### config.mk
export PLATFORM = sky130hd
export DESIGN_NAME = faid_host
export DESIGN_NICKNAME = d
export VERILOG_FILES = /design/src/faid_pkg.sv /design/src/faid_host.sv
export VERILOG_INCLUDE_DIRS = /design/src
export SDC_FILE = /design/constraint.sdc
export NUM_CORES = 1
export LEC_CHECK = 0
export BUFFER_PORTS_ARGS = -buffer_cell sky130_fd_sc_hd__buf_2
export CORE_ASPECT_RATIO = 0.9
export CORE_MARGIN = 10
export CORE_UTILIZATION = 46
export DETAILED_ROUTE_END_ITERATION = 10
export PLACE_DENSITY = 0.75
export SYNTH_ARGS = -nofsm -noshare
export SYNTH_HDL_FRONTEND = slang
export SYNTH_SLANG_ARGS = --single-unit
### constraint.sdc
create_clock -name core_clk -period 1.8 [get_ports core_clk]
set_clock_uncertainty 0.2 [all_clocks]
set_input_delay 0.27 -clock core_clk [delete_from_list [all_inputs] [get_ports core_clk]]
set_output_delay 0.27 -clock core_clk [all_outputs]
set_load 0.005 [all_outputs]
### src/faid_map.svh
`ifndef FAID_MAP_SVH
`define FAID_MAP_SVH
// low address patterns for identification reads (A3..A0)
`define FAID_PAT_MFR          4'h0
`define FAID_PAT_DEV1         4'h1
`define FAID_PAT_DEV2         4'he
`define FAID_PAT_DEV3         4'hf
`define FAID_PAT_PROT         4'h2
`define FAID_PAT_SECURED      4'h3
// address bit positions
`define FAID_BIT_HV           9
`define FAID_BIT_A7           7
`define FAID_BIT_A6           6
`define FAID_SECT_LSB         12
`define FAID_BANK_LSB         20
// protection and secured-region answers
`define FAID_PROT_ON          16'h0001
`define FAID_PROT_OFF         16'h0000
`define FAID_SECURED_MASK     8'hc0
`define FAID_SECURED_BASE     23'h000000
`define FAID_SECURED_USER     23'h000040
// identification command writes (address, data)
`define FAID_CMD_A1           23'h000555
`define FAID_CMD_D1           16'h00aa
`define FAID_CMD_A2           23'h0002aa
`define FAID_CMD_D2           16'h0055
`define FAID_CMD_A3           23'h000555
`define FAID_CMD_D3           16'h0090
`define FAID_CMD_EXIT         16'h00f0
// bus timing: access and strobe times in ns, converted to cycles at 100 MHz
`define FAID_CLK_NS           10
`define FAID_ACCESS_NS        120
`define FAID_ACCESS_CYC       ((`FAID_ACCESS_NS + `FAID_CLK_NS - 1) / `FAID_CLK_NS)
`define FAID_SETUP_NS         20
`define FAID_SETUP_CYC        ((`FAID_SETUP_NS + `FAID_CLK_NS - 1) / `FAID_CLK_NS)
`endif

### src/faid_pkg.sv
package faid_pkg;
	typedef enum logic [1:0]
	{
		FAID_Q_MFR,
		FAID_Q_DEV,
		FAID_Q_PROT,
		FAID_Q_SECURED
	} faid_query_e;
	typedef enum logic [1:0]
	{
		FAID_M_HV,
		FAID_M_CMD,
		FAID_M_EXIT
	} faid_method_e;
endpackage : faid_pkg

### src/faid_host.sv
`timescale 1ns/100ps
`default_nettype none
`include "faid_map.svh"

// Operation
// - For the high-voltage method the host holds the high voltage on A9 and sets the other address pins before reading; here both are set as flash_oe_n falls.
// - For a protection query the host puts the sector address on the top address bits and gets 0001h if protected, 0000h if not.
// - Manufacturer identity is at A3..A0 LLLL and the three device identity words at LLLH, HHHL, HHHH with A7 and A6 low.
// - Each identification read is made with chip select low, output enable low and write enable high.
module faid_host
	import faid_pkg::*;
(
	input  wire logic        core_clk,
	input  wire logic        rst_n,
	input  wire logic        req_valid,
	input  wire logic [1:0]  req_query,
	input  wire logic [1:0]  req_method,
	input  wire logic [1:0]  req_index,
	input  wire logic [10:0] req_sector,
	output logic             req_ready,
	output logic             rsp_valid,
	output logic [15:0]      rsp_data,
	output logic             rsp_flag,
	output logic [22:0]      flash_addr,
	input  wire logic [15:0] flash_dq_in,
	output logic [15:0]      flash_dq_out,
	output logic             flash_dq_oe_n,
	output logic             flash_cs_n,
	output logic             flash_oe_n,
	output logic             flash_we_n,
	output logic             flash_hv_en
);

	typedef enum logic [2:0]
	{
		ST_IDLE,
		ST_WRITE,
		ST_GAP,
		ST_READ,
		ST_DONE
	} faid_state_e;

	faid_state_e  state_q;
	logic [3:0]   cnt_q;
	logic [1:0]   wr_idx_q;
	logic [1:0]   query_q;
	logic [1:0]   method_q;
	logic [1:0]   index_q;
	logic [10:0]  sector_q;
	logic [15:0]  dq_s1_q;
	logic [15:0]  dq_s2_q;

	// low pattern for a read, chosen by query kind and device id index
	function automatic logic [3:0] low_pattern(input logic [1:0] q, input logic [1:0] idx);
		logic [3:0] p;
		p = `FAID_PAT_MFR;
		if (q == FAID_Q_DEV)
		begin
			p = (idx == 2'h0) ? `FAID_PAT_DEV1 : ((idx == 2'h1) ? `FAID_PAT_DEV2 : `FAID_PAT_DEV3);
		end
		else if (q == FAID_Q_PROT)
		begin
			p = `FAID_PAT_PROT;
		end
		else if (q == FAID_Q_SECURED)
		begin
			p = `FAID_PAT_SECURED;
		end
		return p;
	endfunction : low_pattern

	// full read address: sector on top bits for protection queries and command-method reads, A7/A6 low always
	function automatic logic [22:0] read_addr(input logic [1:0] q, input logic [1:0] idx, input logic [10:0] sec);
		logic [22:0] a;
		a = 23'h000000;
		a[3:0] = low_pattern(q, idx);
		a[`FAID_BIT_A7] = 1'b0;
		a[`FAID_BIT_A6] = 1'b0;
		if (q == FAID_Q_PROT || method_q == FAID_M_CMD)
		begin
			a[22:`FAID_SECT_LSB] = sec;
		end
		return a;
	endfunction : read_addr

	// command write address for step i; bank bits go on the third write
	function automatic logic [22:0] cmd_addr(input logic [1:0] i, input logic [10:0] sec);
		logic [22:0] a;
		a = (i == 2'h0) ? `FAID_CMD_A1 : ((i == 2'h1) ? `FAID_CMD_A2 : `FAID_CMD_A3);
		if (i == 2'h2)
		begin
			a[22:`FAID_BANK_LSB] = sec[10:8];
		end
		return a;
	endfunction : cmd_addr

	// two-flop sync of data pins; only the second stage is read
	always_ff @(posedge core_clk or negedge rst_n)
	begin
		if (!rst_n)
		begin
			dq_s1_q <= 16'h0000;
			dq_s2_q <= 16'h0000;
		end
		else
		begin
			dq_s1_q <= flash_dq_in;
			dq_s2_q <= dq_s1_q;
		end
	end

	// sequencer: optional command writes, then one read (or exit write)
	always_ff @(posedge core_clk or negedge rst_n)
	begin
		if (!rst_n)
		begin
			state_q   <= ST_IDLE;
			cnt_q     <= 4'h0;
			wr_idx_q  <= 2'h0;
			query_q   <= 2'h0;
			method_q  <= 2'h0;
			index_q   <= 2'h0;
			sector_q  <= 11'h000;
		end
		else
		begin
			unique case (state_q)
				ST_IDLE:
				begin
					if (req_valid)
					begin
						query_q  <= req_query;
						method_q <= req_method;
						index_q  <= req_index;
						sector_q <= req_sector;
						wr_idx_q <= 2'h0;
						cnt_q    <= 4'h0;
						state_q  <= (req_method == FAID_M_HV) ? ST_READ : ST_WRITE;
					end
				end
				ST_WRITE:
				begin
					cnt_q <= cnt_q + 4'h1;
					if (cnt_q == 4'(`FAID_SETUP_CYC))
					begin
						cnt_q   <= 4'h0;
						state_q <= ST_GAP;
					end
				end
				ST_GAP:
				begin
					// exit is a single write; identification is three
					if (method_q == FAID_M_EXIT || wr_idx_q == 2'h2)
					begin
						state_q <= (method_q == FAID_M_EXIT) ? ST_DONE : ST_READ;
					end
					else
					begin
						wr_idx_q <= wr_idx_q + 2'h1;
						state_q  <= ST_WRITE;
					end
				end
				ST_READ:
				begin
					cnt_q <= cnt_q + 4'h1;
					if (cnt_q == 4'(`FAID_ACCESS_CYC + 2))
					begin
						state_q <= ST_DONE; // sync delay of two added to access time
					end
				end
				ST_DONE:
				begin
					state_q <= ST_IDLE;
				end
				// three state bits leave unused codes; fall back to idle
				default:
				begin
					state_q <= ST_IDLE;
				end
			endcase
		end
	end

	// pin drive, all registered
	always_ff @(posedge core_clk or negedge rst_n)
	begin
		if (!rst_n)
		begin
			flash_addr    <= 23'h000000;
			flash_dq_out  <= 16'h0000;
			flash_dq_oe_n <= 1'b1;
			flash_cs_n    <= 1'b1;
			flash_oe_n    <= 1'b1;
			flash_we_n    <= 1'b1;
			flash_hv_en   <= 1'b0;
		end
		else
		begin
			flash_cs_n    <= !(state_q == ST_WRITE || state_q == ST_READ);
			flash_oe_n    <= !(state_q == ST_READ);
			flash_we_n    <= !(state_q == ST_WRITE && cnt_q != 4'(`FAID_SETUP_CYC));
			flash_dq_oe_n <= !(state_q == ST_WRITE);
			// high voltage held across the whole read, dropped after so the device leaves the mode
			flash_hv_en   <= (state_q == ST_READ && method_q == FAID_M_HV);
			if (state_q == ST_WRITE)
			begin
				flash_addr   <= cmd_addr(wr_idx_q, sector_q);
				flash_dq_out <= (method_q == FAID_M_EXIT) ? `FAID_CMD_EXIT :
					((wr_idx_q == 2'h0) ? `FAID_CMD_D1 : ((wr_idx_q == 2'h1) ? `FAID_CMD_D2 : `FAID_CMD_D3));
			end
			else if (state_q == ST_READ)
			begin
				flash_addr <= read_addr(query_q, index_q, sector_q);
			end
		end
	end

	// answer: low byte only, flag decoded per query
	always_ff @(posedge core_clk or negedge rst_n)
	begin
		if (!rst_n)
		begin
			rsp_valid <= 1'b0;
			rsp_data  <= 16'h0000;
			rsp_flag  <= 1'b0;
			req_ready <= 1'b0;
		end
		else
		begin
			req_ready <= (state_q == ST_IDLE) && !req_valid;
			rsp_valid <= (state_q == ST_READ && cnt_q == 4'(`FAID_ACCESS_CYC + 2)) ||
				(state_q == ST_GAP && method_q == FAID_M_EXIT);
			if (state_q == ST_READ && cnt_q == 4'(`FAID_ACCESS_CYC + 2))
			begin
				rsp_data <= {8'h00, dq_s2_q[7:0]};
				if (query_q == FAID_Q_PROT)
				begin
					rsp_flag <= ({8'h00, dq_s2_q[7:0]} == `FAID_PROT_ON);
				end
				else
				begin
					rsp_flag <= ((dq_s2_q[7:0] & `FAID_SECURED_MASK) == `FAID_SECURED_MASK);
				end
			end
		end
	end

endmodule : faid_host
`default_nettype wire

After elaboration in Yosys (flattened, before gate mapping)
Index checks and enable logic that the tools add are counted.

Add/sub/neg operators: 2. Eq/ne operators: 20. Mux-type cells: 28. Reduce and logical (&&, ||, !) cells: 26.

Operators with widths (number): 23-bit two-way mux (2); 11-bit two-way mux (3); 8-bit two-way mux (3); 3-bit two-way mux (6); 4-bit two-way mux (4); 3-bit case mux with 4 select lines (1); 4-bit case mux with 3 select lines (1); 2-bit equality test (second input constant) (5); 2-bit two-way mux (5); 2-bit by 1-bit equality test with 1-bit output (second input constant) (4); 8-bit by 1-bit equality test with 1-bit output (second input constant) (1); 2-bit zero test (4); 3-bit by 2-bit equality test with 1-bit output (second input constant) (2); 2-bit inequality test (second input constant) (3); 3-bit AND reduction (2); 1-bit logical AND (5); 1-bit zero test (5); 4-bit by 1-bit adder with 4-bit output (second input constant) (1); 4-bit by 2-bit equality test with 1-bit output (second input constant) (1); 4-bit equality test (second input constant) (1); 1-bit logical OR (4); 4-bit by 2-bit inequality test with 1-bit output (second input constant) (1); 2-bit case mux with 2 select lines (1); 2-bit AND reduction (2); other kinds (7) (9).

Register bits after elaboration: 97. Logic and storage cells: 96.

Longest topological paths before layout
Gate-level depths: netlist (run 1).

Word-level depth: 6. Depth in mapped cells: 7. Depth with buffers taken out: 6.

Least setup slack after synthesis (run 1)
Ideal clock, no wire load.

Kind: reg-to-reg. From: register cnt_q[0]. To: register cnt_q[2]. Setup time: 0.118 ns. Arrival time: 1.441 ns. Required time: 1.482 ns. Path slack: 0.041 ns. Cell stages (with the launch flop): 7. Clock period less this slack: 1.759 ns. Path through: dfrtp_1 > inv_1 > ha_1 > or4b_1 > nand2_1 > o21bai_1 > a21o_1.

Word-level cells in the longest chain between the ends: 3.

Ends and longest elaborated chain: start, declared (RTL line faid_host.sv:44) `logic [3:0] cnt_q;`; start signal, assigned (RTL line faid_host.sv:143) `cnt_q <= cnt_q + 4'h1;`; start signal, assigned (RTL line faid_host.sv:165) `cnt_q <= cnt_q + 4'h1;`; 4-bit by 1-bit adder with 4-bit output or 4-bit by 2-bit equality test with 1-bit output (tied branches) (RTL line faid_host.sv:143, faid_host.sv:165, faid_host.sv:144); 4-bit two-way mux (RTL line faid_host.sv:144) `` if (cnt_q == 4'(`FAID_SETUP_CYC)) ``; 4-bit case mux with 3 select lines (*) (RTL line faid_host.sv:127) `unique case (state_q)`.

Mark *: on every way between the ends. The rest lies on a longest branch, timed or not. A chain may end at the register's enable or synchronous reset.

Worst setup path after layout (run 1)
From: register state_q[0]. To: register query_q[1].

Word-level cells in the longest chain between the ends: 2.

Ends and longest elaborated chain: start, declared (RTL line faid_host.sv:43) `faid_state_e state_q;`; start signal, assigned (RTL line faid_host.sv:138) `state_q <= (req_method == FAID_M_HV) ? ST_READ : ST_WRITE;`; start signal, assigned (RTL line faid_host.sv:155) `state_q <= (method_q == FAID_M_EXIT) ? ST_DONE : ST_READ;`; 3-bit zero test (RTL line faid_host.sv:127); 2-bit AND reduction (no source line); end signal, assigned (RTL line faid_host.sv:132) `query_q <= req_query;`; end, declared (RTL line faid_host.sv:46) `logic [1:0] query_q;`.

Every way passes these cells.

==> results.yml, run 1 <==
drt:
  wirelength_mm: 7.49
  route.detailed.drc: 0
  first_iter_violations: 117
  drt_pre_antenna_iters: 4
  viasPerCell: 4.78
  antenna_left: 0
  wire_per_inst_um: 15.3
  vias: 2335
sta:
  postLayoutSetupSlackWorst_ps: 9.68
  period_needed_ps: 1790
  maxSlewViolCount: 0
  period_share_pct: 99.5
  grt_setup_unrepaired: "yes"
  fmax_mhz: 559
  setup_viol: 0
  report.final.hold_viol_count: 0
cells_and_area:
  fin_nets: 432
  fillers: 572
  area_growth_pct: 32.0
  n_antenna_cell: 0
  drive_gt1_share_pct: 38.2
synth:
  async_reset_ff_share_pct: 100
  synth_top_area_share_pct: 57.7
  yosysMostFrequentCell: "dfrtp_1"
  avgSynthCellArea_um2: 12.2
  synth_edf_count: 0
  syn-cell-area_um2: 3340
  ys_types: 48
  yosys_warnings: 0
  synth_commonest_cells: "77 x dfrtp_1, 42 x nand2_1, 25 x buf_4"
  seq_area_frac_synth_pct: 60.8
  syn_inst: 275
  synth_area_leader_cell: "dfrtp_1"
  synthTopCellsByArea: "dfrtp_1 58%, mux2_2 6.7%, buf_4 5.6%"
  ys_ff_latch: 81
  yosys_most_used_dff: "dfrtp_1"
worst_setup_path:
  path_max_fanout: 19
  cp.arrival_ps: 1830
  required_ps: 1840
  cp-end-kind: "flip-flop"
  critical_path_class: "flip-flop to flip-flop"
  startpoint_type: "flip-flop"
  r2r_setup_slack_ps: 10
pwr:
  peakVddDrop_v: 0.000766
  pwr-share-comb_pct: 36.5
  p_clk_share_pct: 21.8
  cellPowerDensity_nw_per_um2: 1550
  net-switching-power_uw: 2320
  p_seq_share_pct: 41.6
  leakagePower_uw: 0.00218
  switching_share_pct: 33.9
  power_uw: 6850
  internal_power_uw: 4530
floorplanning:
  dieWidth_um: 110
  fp-row-count: 29
  start_util_pct: 47.2
  core_area_um2: 7080
  ios: 99
  die_area_um2: 11100
  die_h_um: 101
cts:
  cts_tree: "built"
  clk_pin_slew_ps: 80
  h-tree-depth: 3
  worst_skew_pair.late_latency_ps: 350
  cts-root-buf: "clkbuf_8"
  cts.path.max_buffers: 2
  numClockSinks: 81
  numCtsBuffers: 9
grt:
  grt_pass1_wl_mm: 12.2
  antenna_found_initial: 0
  grt_pass1_vias: 2530
  grt-ovfl-total: 0
  grt_max_degree: 35
  grt_usage_pct: 14.0
run_status:
  outcome: "completed"
placed_design:
  io_buffers: 73
  dp_hpwl_mm: 5.29
  place_congestion: 0.774
  post-place-ws_ps: -27.2
run:
  maxCapViolations: 0
hold_path:
  min_path_type: "flip-flop to flip-flop"
-- through the flow --
step	TNS [ps]	instances	util (%)	hold WS, ps	cell area [um2]
global route	-197	488	62.3	156	4410
finish	0	488	62.3	152	4410
CTS	0	485	61.6	153	4360
detailed placement	-194	441	54.0	56.1	3820
global placement	0	441	54.0	54.0	3820
floorplan	0	291	-	-226	3400
-- power by group through the flow --
stage          sequential [uW]  combinational [uW]  clock [uW]
2_1_floorplan             2810                1480           0
3_3_place_gp              2830                2230           0
3_5_place_dp              2870                2310           0
4_1_cts                   2850                2420        1530
5_1_grt                   2940                2810        1600
6_report                  2850                2500        1490
-- sequential cells by signal (all words and copies together), names as in the netlist, 3 cells and up --
register / count
cnt_q: 4
dq_s1_q: 8
dq_s2_q: 8
flash_addr: 17
flash_dq_out: 6
rsp_data: 8
sector_q: 11
state_q: 3
-- cell type report --
cell class	count	area, um2	share of cell area (%)
inverters	6	26.3	0.596
flip-flops and latches	81	2040	46.2
clock buffers	11	141	3.21
well taps	93	116	2.64
repair buffers	122	857	19.4
multi-input cells	170	1150	26.0
clock inverters	5	85.1	1.93
-- routing by layer --
layer  vias up  wire length, um  share of wire [%]  global-route usage (%)
met3        12              660                8.8                    5.18
met4         0              126                1.7                    5.80
met2        79             3740                 50                    23.4
li1       1119                -                  -                       -
met5         -                0                  0                       0
met1      1125             2970                 40                    15.8
-- cells in the final DEF, fill, tap and decap left out, drive strengths merged, types with 3 or more instances in the layout --
master,n
dfrtp,77
nand2,43
mux2,28
inv,7
nor2b,5
dfstp,4
nor2,9
a21o,3
clkbuf,11
ha,6
dlygate4sd3,27
conb,17
buf,95
nand3,7
o21ai,22
-- repair_timing --
action,in CTS,in global routing
endpoints found under the setup margin,14,25
hold endpoints to repair,57,0
hold buffers,27,0
pin swaps,1,2
resized for setup,9,9
setup buffers,1,3
-- worst paths after layout --
kind,from,cells after the start,end
setup / recovery,state_q[0],4,query_q[1]
hold / removal,dq_s1_q[2],0,dq_s2_q[2]
setup reg to reg,state_q[0],4,query_q[1]
hold reg to reg,dq_s1_q[2],0,dq_s2_q[2]
max in group asynchronous,rst_n,3,flash_we_n
min in group asynchronous,rst_n,2,flash_addr[18]
-- critical path, cell delays in order (launching register included) --
cell,delay (ps)
dfrtp_2,440
buf_4,150
nor4b_4,320
buf_12,210
mux2_2,350
-- kinds of logic after synthesis --
family                   share of synthesized area (%)
other                                            0.112
XOR/XNOR                                         0.262
adder cells (fa/ha/maj)                           2.25
multiplexers                                      9.73
flip-flops                                        60.8
AND/OR/NAND/NOR                                   10.9
AO/OA/AOI/OAI                                     7.60
buffers and inverters                             8.35
Power figures use the tool's default switching activity.
==> inputs of run 2 (changes only) <==
PLACE_DENSITY = 0.73   (was 0.75)
clock period = 1.6 ns   (was 1.8 ns; I/O delays follow)
==> run 2 against run 1 <==
  * The flow now finishes with violations (setup timing)
  * Sequential power grew 13%
  * Hold slack got worse by 0.57 ps
  * Register-to-register slack got worse by 190 ps
  * Sequential share of layout area decreased by 3.3 points
  * Routed wire length is 13% higher
  * Combinational power is 46% higher
  * Design area rose by 7.6%
  * Clock-buffer cell count up 2
  * Clock power rose by 16%
  * Critical path type unchanged
==> results.yml, run 2 (synthesis results as in run 1) <==
drt:
  route.detailed.drc: 0
  first_iter_violations: 176
  drt_pre_antenna_iters: 4
  wirelength_mm: 8.49
  vias: 2532
  viasPerCell: 4.94
  wire_per_inst_um: 16.5
  antenna_left: 0
cts:
  cts_tree: "built"
  h-tree-depth: 3
  numClockSinks: 81
  cts.path.max_buffers: 2
  numCtsBuffers: 9
  cts-root-buf: "clkbuf_8"
  clk_pin_slew_ps: 70
  worst_skew_pair.late_latency_ps: 350
worst_setup_path:
  required_ps: 1640
  r2r-start: "cnt_q[0]"
  cp-startpoint: "cnt_q[0]"
  critical_path_class: "flip-flop to flip-flop"
  cp-end-kind: "flip-flop"
  startpoint_type: "flip-flop"
  cp.arrival_ps: 1820
  path_max_fanout: 5
floorplanning:
  core_area_um2: 7080
  fp-row-count: 29
  dieWidth_um: 110
  ios: 99
  die_h_um: 101
  start_util_pct: 47.2
  die_area_um2: 11100
hold_path:
  min_from: "dq_s1_q[5]"
  min_path_type: "flip-flop to flip-flop"
pwr:
  peakVddDrop_v: 0.000701
  cellPowerDensity_nw_per_um2: 1810
  leakagePower_uw: 0.00239
  power_uw: 8610
placed_design:
  io_buffers: 73
  dpl_cell_area_um2: 3970
  dp_hpwl_mm: 5.57
  dpl.cell_count: 456
  place_congestion: 0.784
cells_and_area:
  stdcell_count: 513
  stdcell_area_um2: 4750
  top_register: "flash_addr"
  area_growth_pct: 42.0
  drive_gt1_share_pct: 44.5
  layout_common_cells: "75 x dfrtp_1, 72 x buf_2, 41 x nand2_1"
  reg_top3: "flash_addr: 17 flops, sector_q: 11 flops"
  n_antenna_cell: 0
  fin_nets: 457
  final_common_cell: "dfrtp_1"
  largest_register_ffs: 17
grt:
  grt_pass1_vias: 2557
  grt-ovfl-total: 0
  grt_usage_pct: 14.5
  grt_max_degree: 34
  grt_pass1_wl_mm: 12.6
  busiest_layer: "met2"
  use_met1_pct: 17.3
  gr-usage-met2_pct: 23.8
  gr-usage-met3_pct: 4.35
  antenna_found_initial: 0
run_status:
  violations: "setup timing"
  outcome: "complete, but fails checks"
sta:
  report.final.hold_viol_count: 0
  setup_viol: 35
  maxSlewViolCount: 0
  period_needed_ps: 1780
  postLayoutSetupSlackWorst_ps: -179
  grt_setup_unrepaired: "yes"
  period_share_pct: 111
  fmax_mhz: 562
  hold_slack_ps: 151
run:
  maxCapViolations: 0
==> run 2: routing by layer <==
layer,vias to the layer above,share of wire (%)
li1,1169,-
met1,1265,41
met2,81,50
met3,17,7.8
met4,0,2.0
met5,-,0
==> run 2: timing repair <==
action / 4_1_cts / 5_1_grt
gates resized for setup: 11 / 36
hold buffers: 27 / 0
pin swaps: 4 / 6
setup buffers: 3 / 11
endpoints found under the setup margin: 55 / 48
hold endpoints to repair: 104 / 0
==> run 2: cell type report <==
type	instances	area [um2]
inverter	6	23.8
timing repair buffer	147	1060
sequential	81	2030
clock inverter	3	90.1
clock buffer	13	139
tap	93	116
multi-input combinational	170	1280
fill	522	2330
==> run 2: power breakdown <==
group	total, uW	switching [uW]	internal, uW
registers	3210	461	2750
logic	3660	1690	1970
clock network	1730	695	1040
==> run 2: per-stage QoR <==
| step | TNS (ps) | util, % | setup WS, ps |
|---|---|---|---|
| after detailed placement | -3750 | 56.1 | -136 |
| after CTS | -2610 | 64.0 | -146 |
| final | -2530 | 67.1 | -179 |
| after global placement | -2640 | 56.1 | -109 |
| after floorplan | -1730 | - | -108 |
| after global routing | -4210 | 67.1 | -228 |
==> run 2: critical path, cell delays in order (launching register included) <==
cell,delay [ps]
dfrtp_1,390
inv_1,70
ha_2,200
or4b_4,490
nand2_4,110
o21bai_1,70
a21o_1,150
==> run 2: worst paths after layout <==
kind / to / slack, ps / cells past startpoint
max: cnt_q[2] / -180 / 6
min: dq_s2_q[5] / 150 / 0
max reg2reg: cnt_q[2] / -180 / 6
min reg2reg: dq_s2_q[5] / 150 / 0
max in group asynchronous: flash_cs_n / 460 / 3
min in group asynchronous: dq_s2_q[4] / 160 / 2
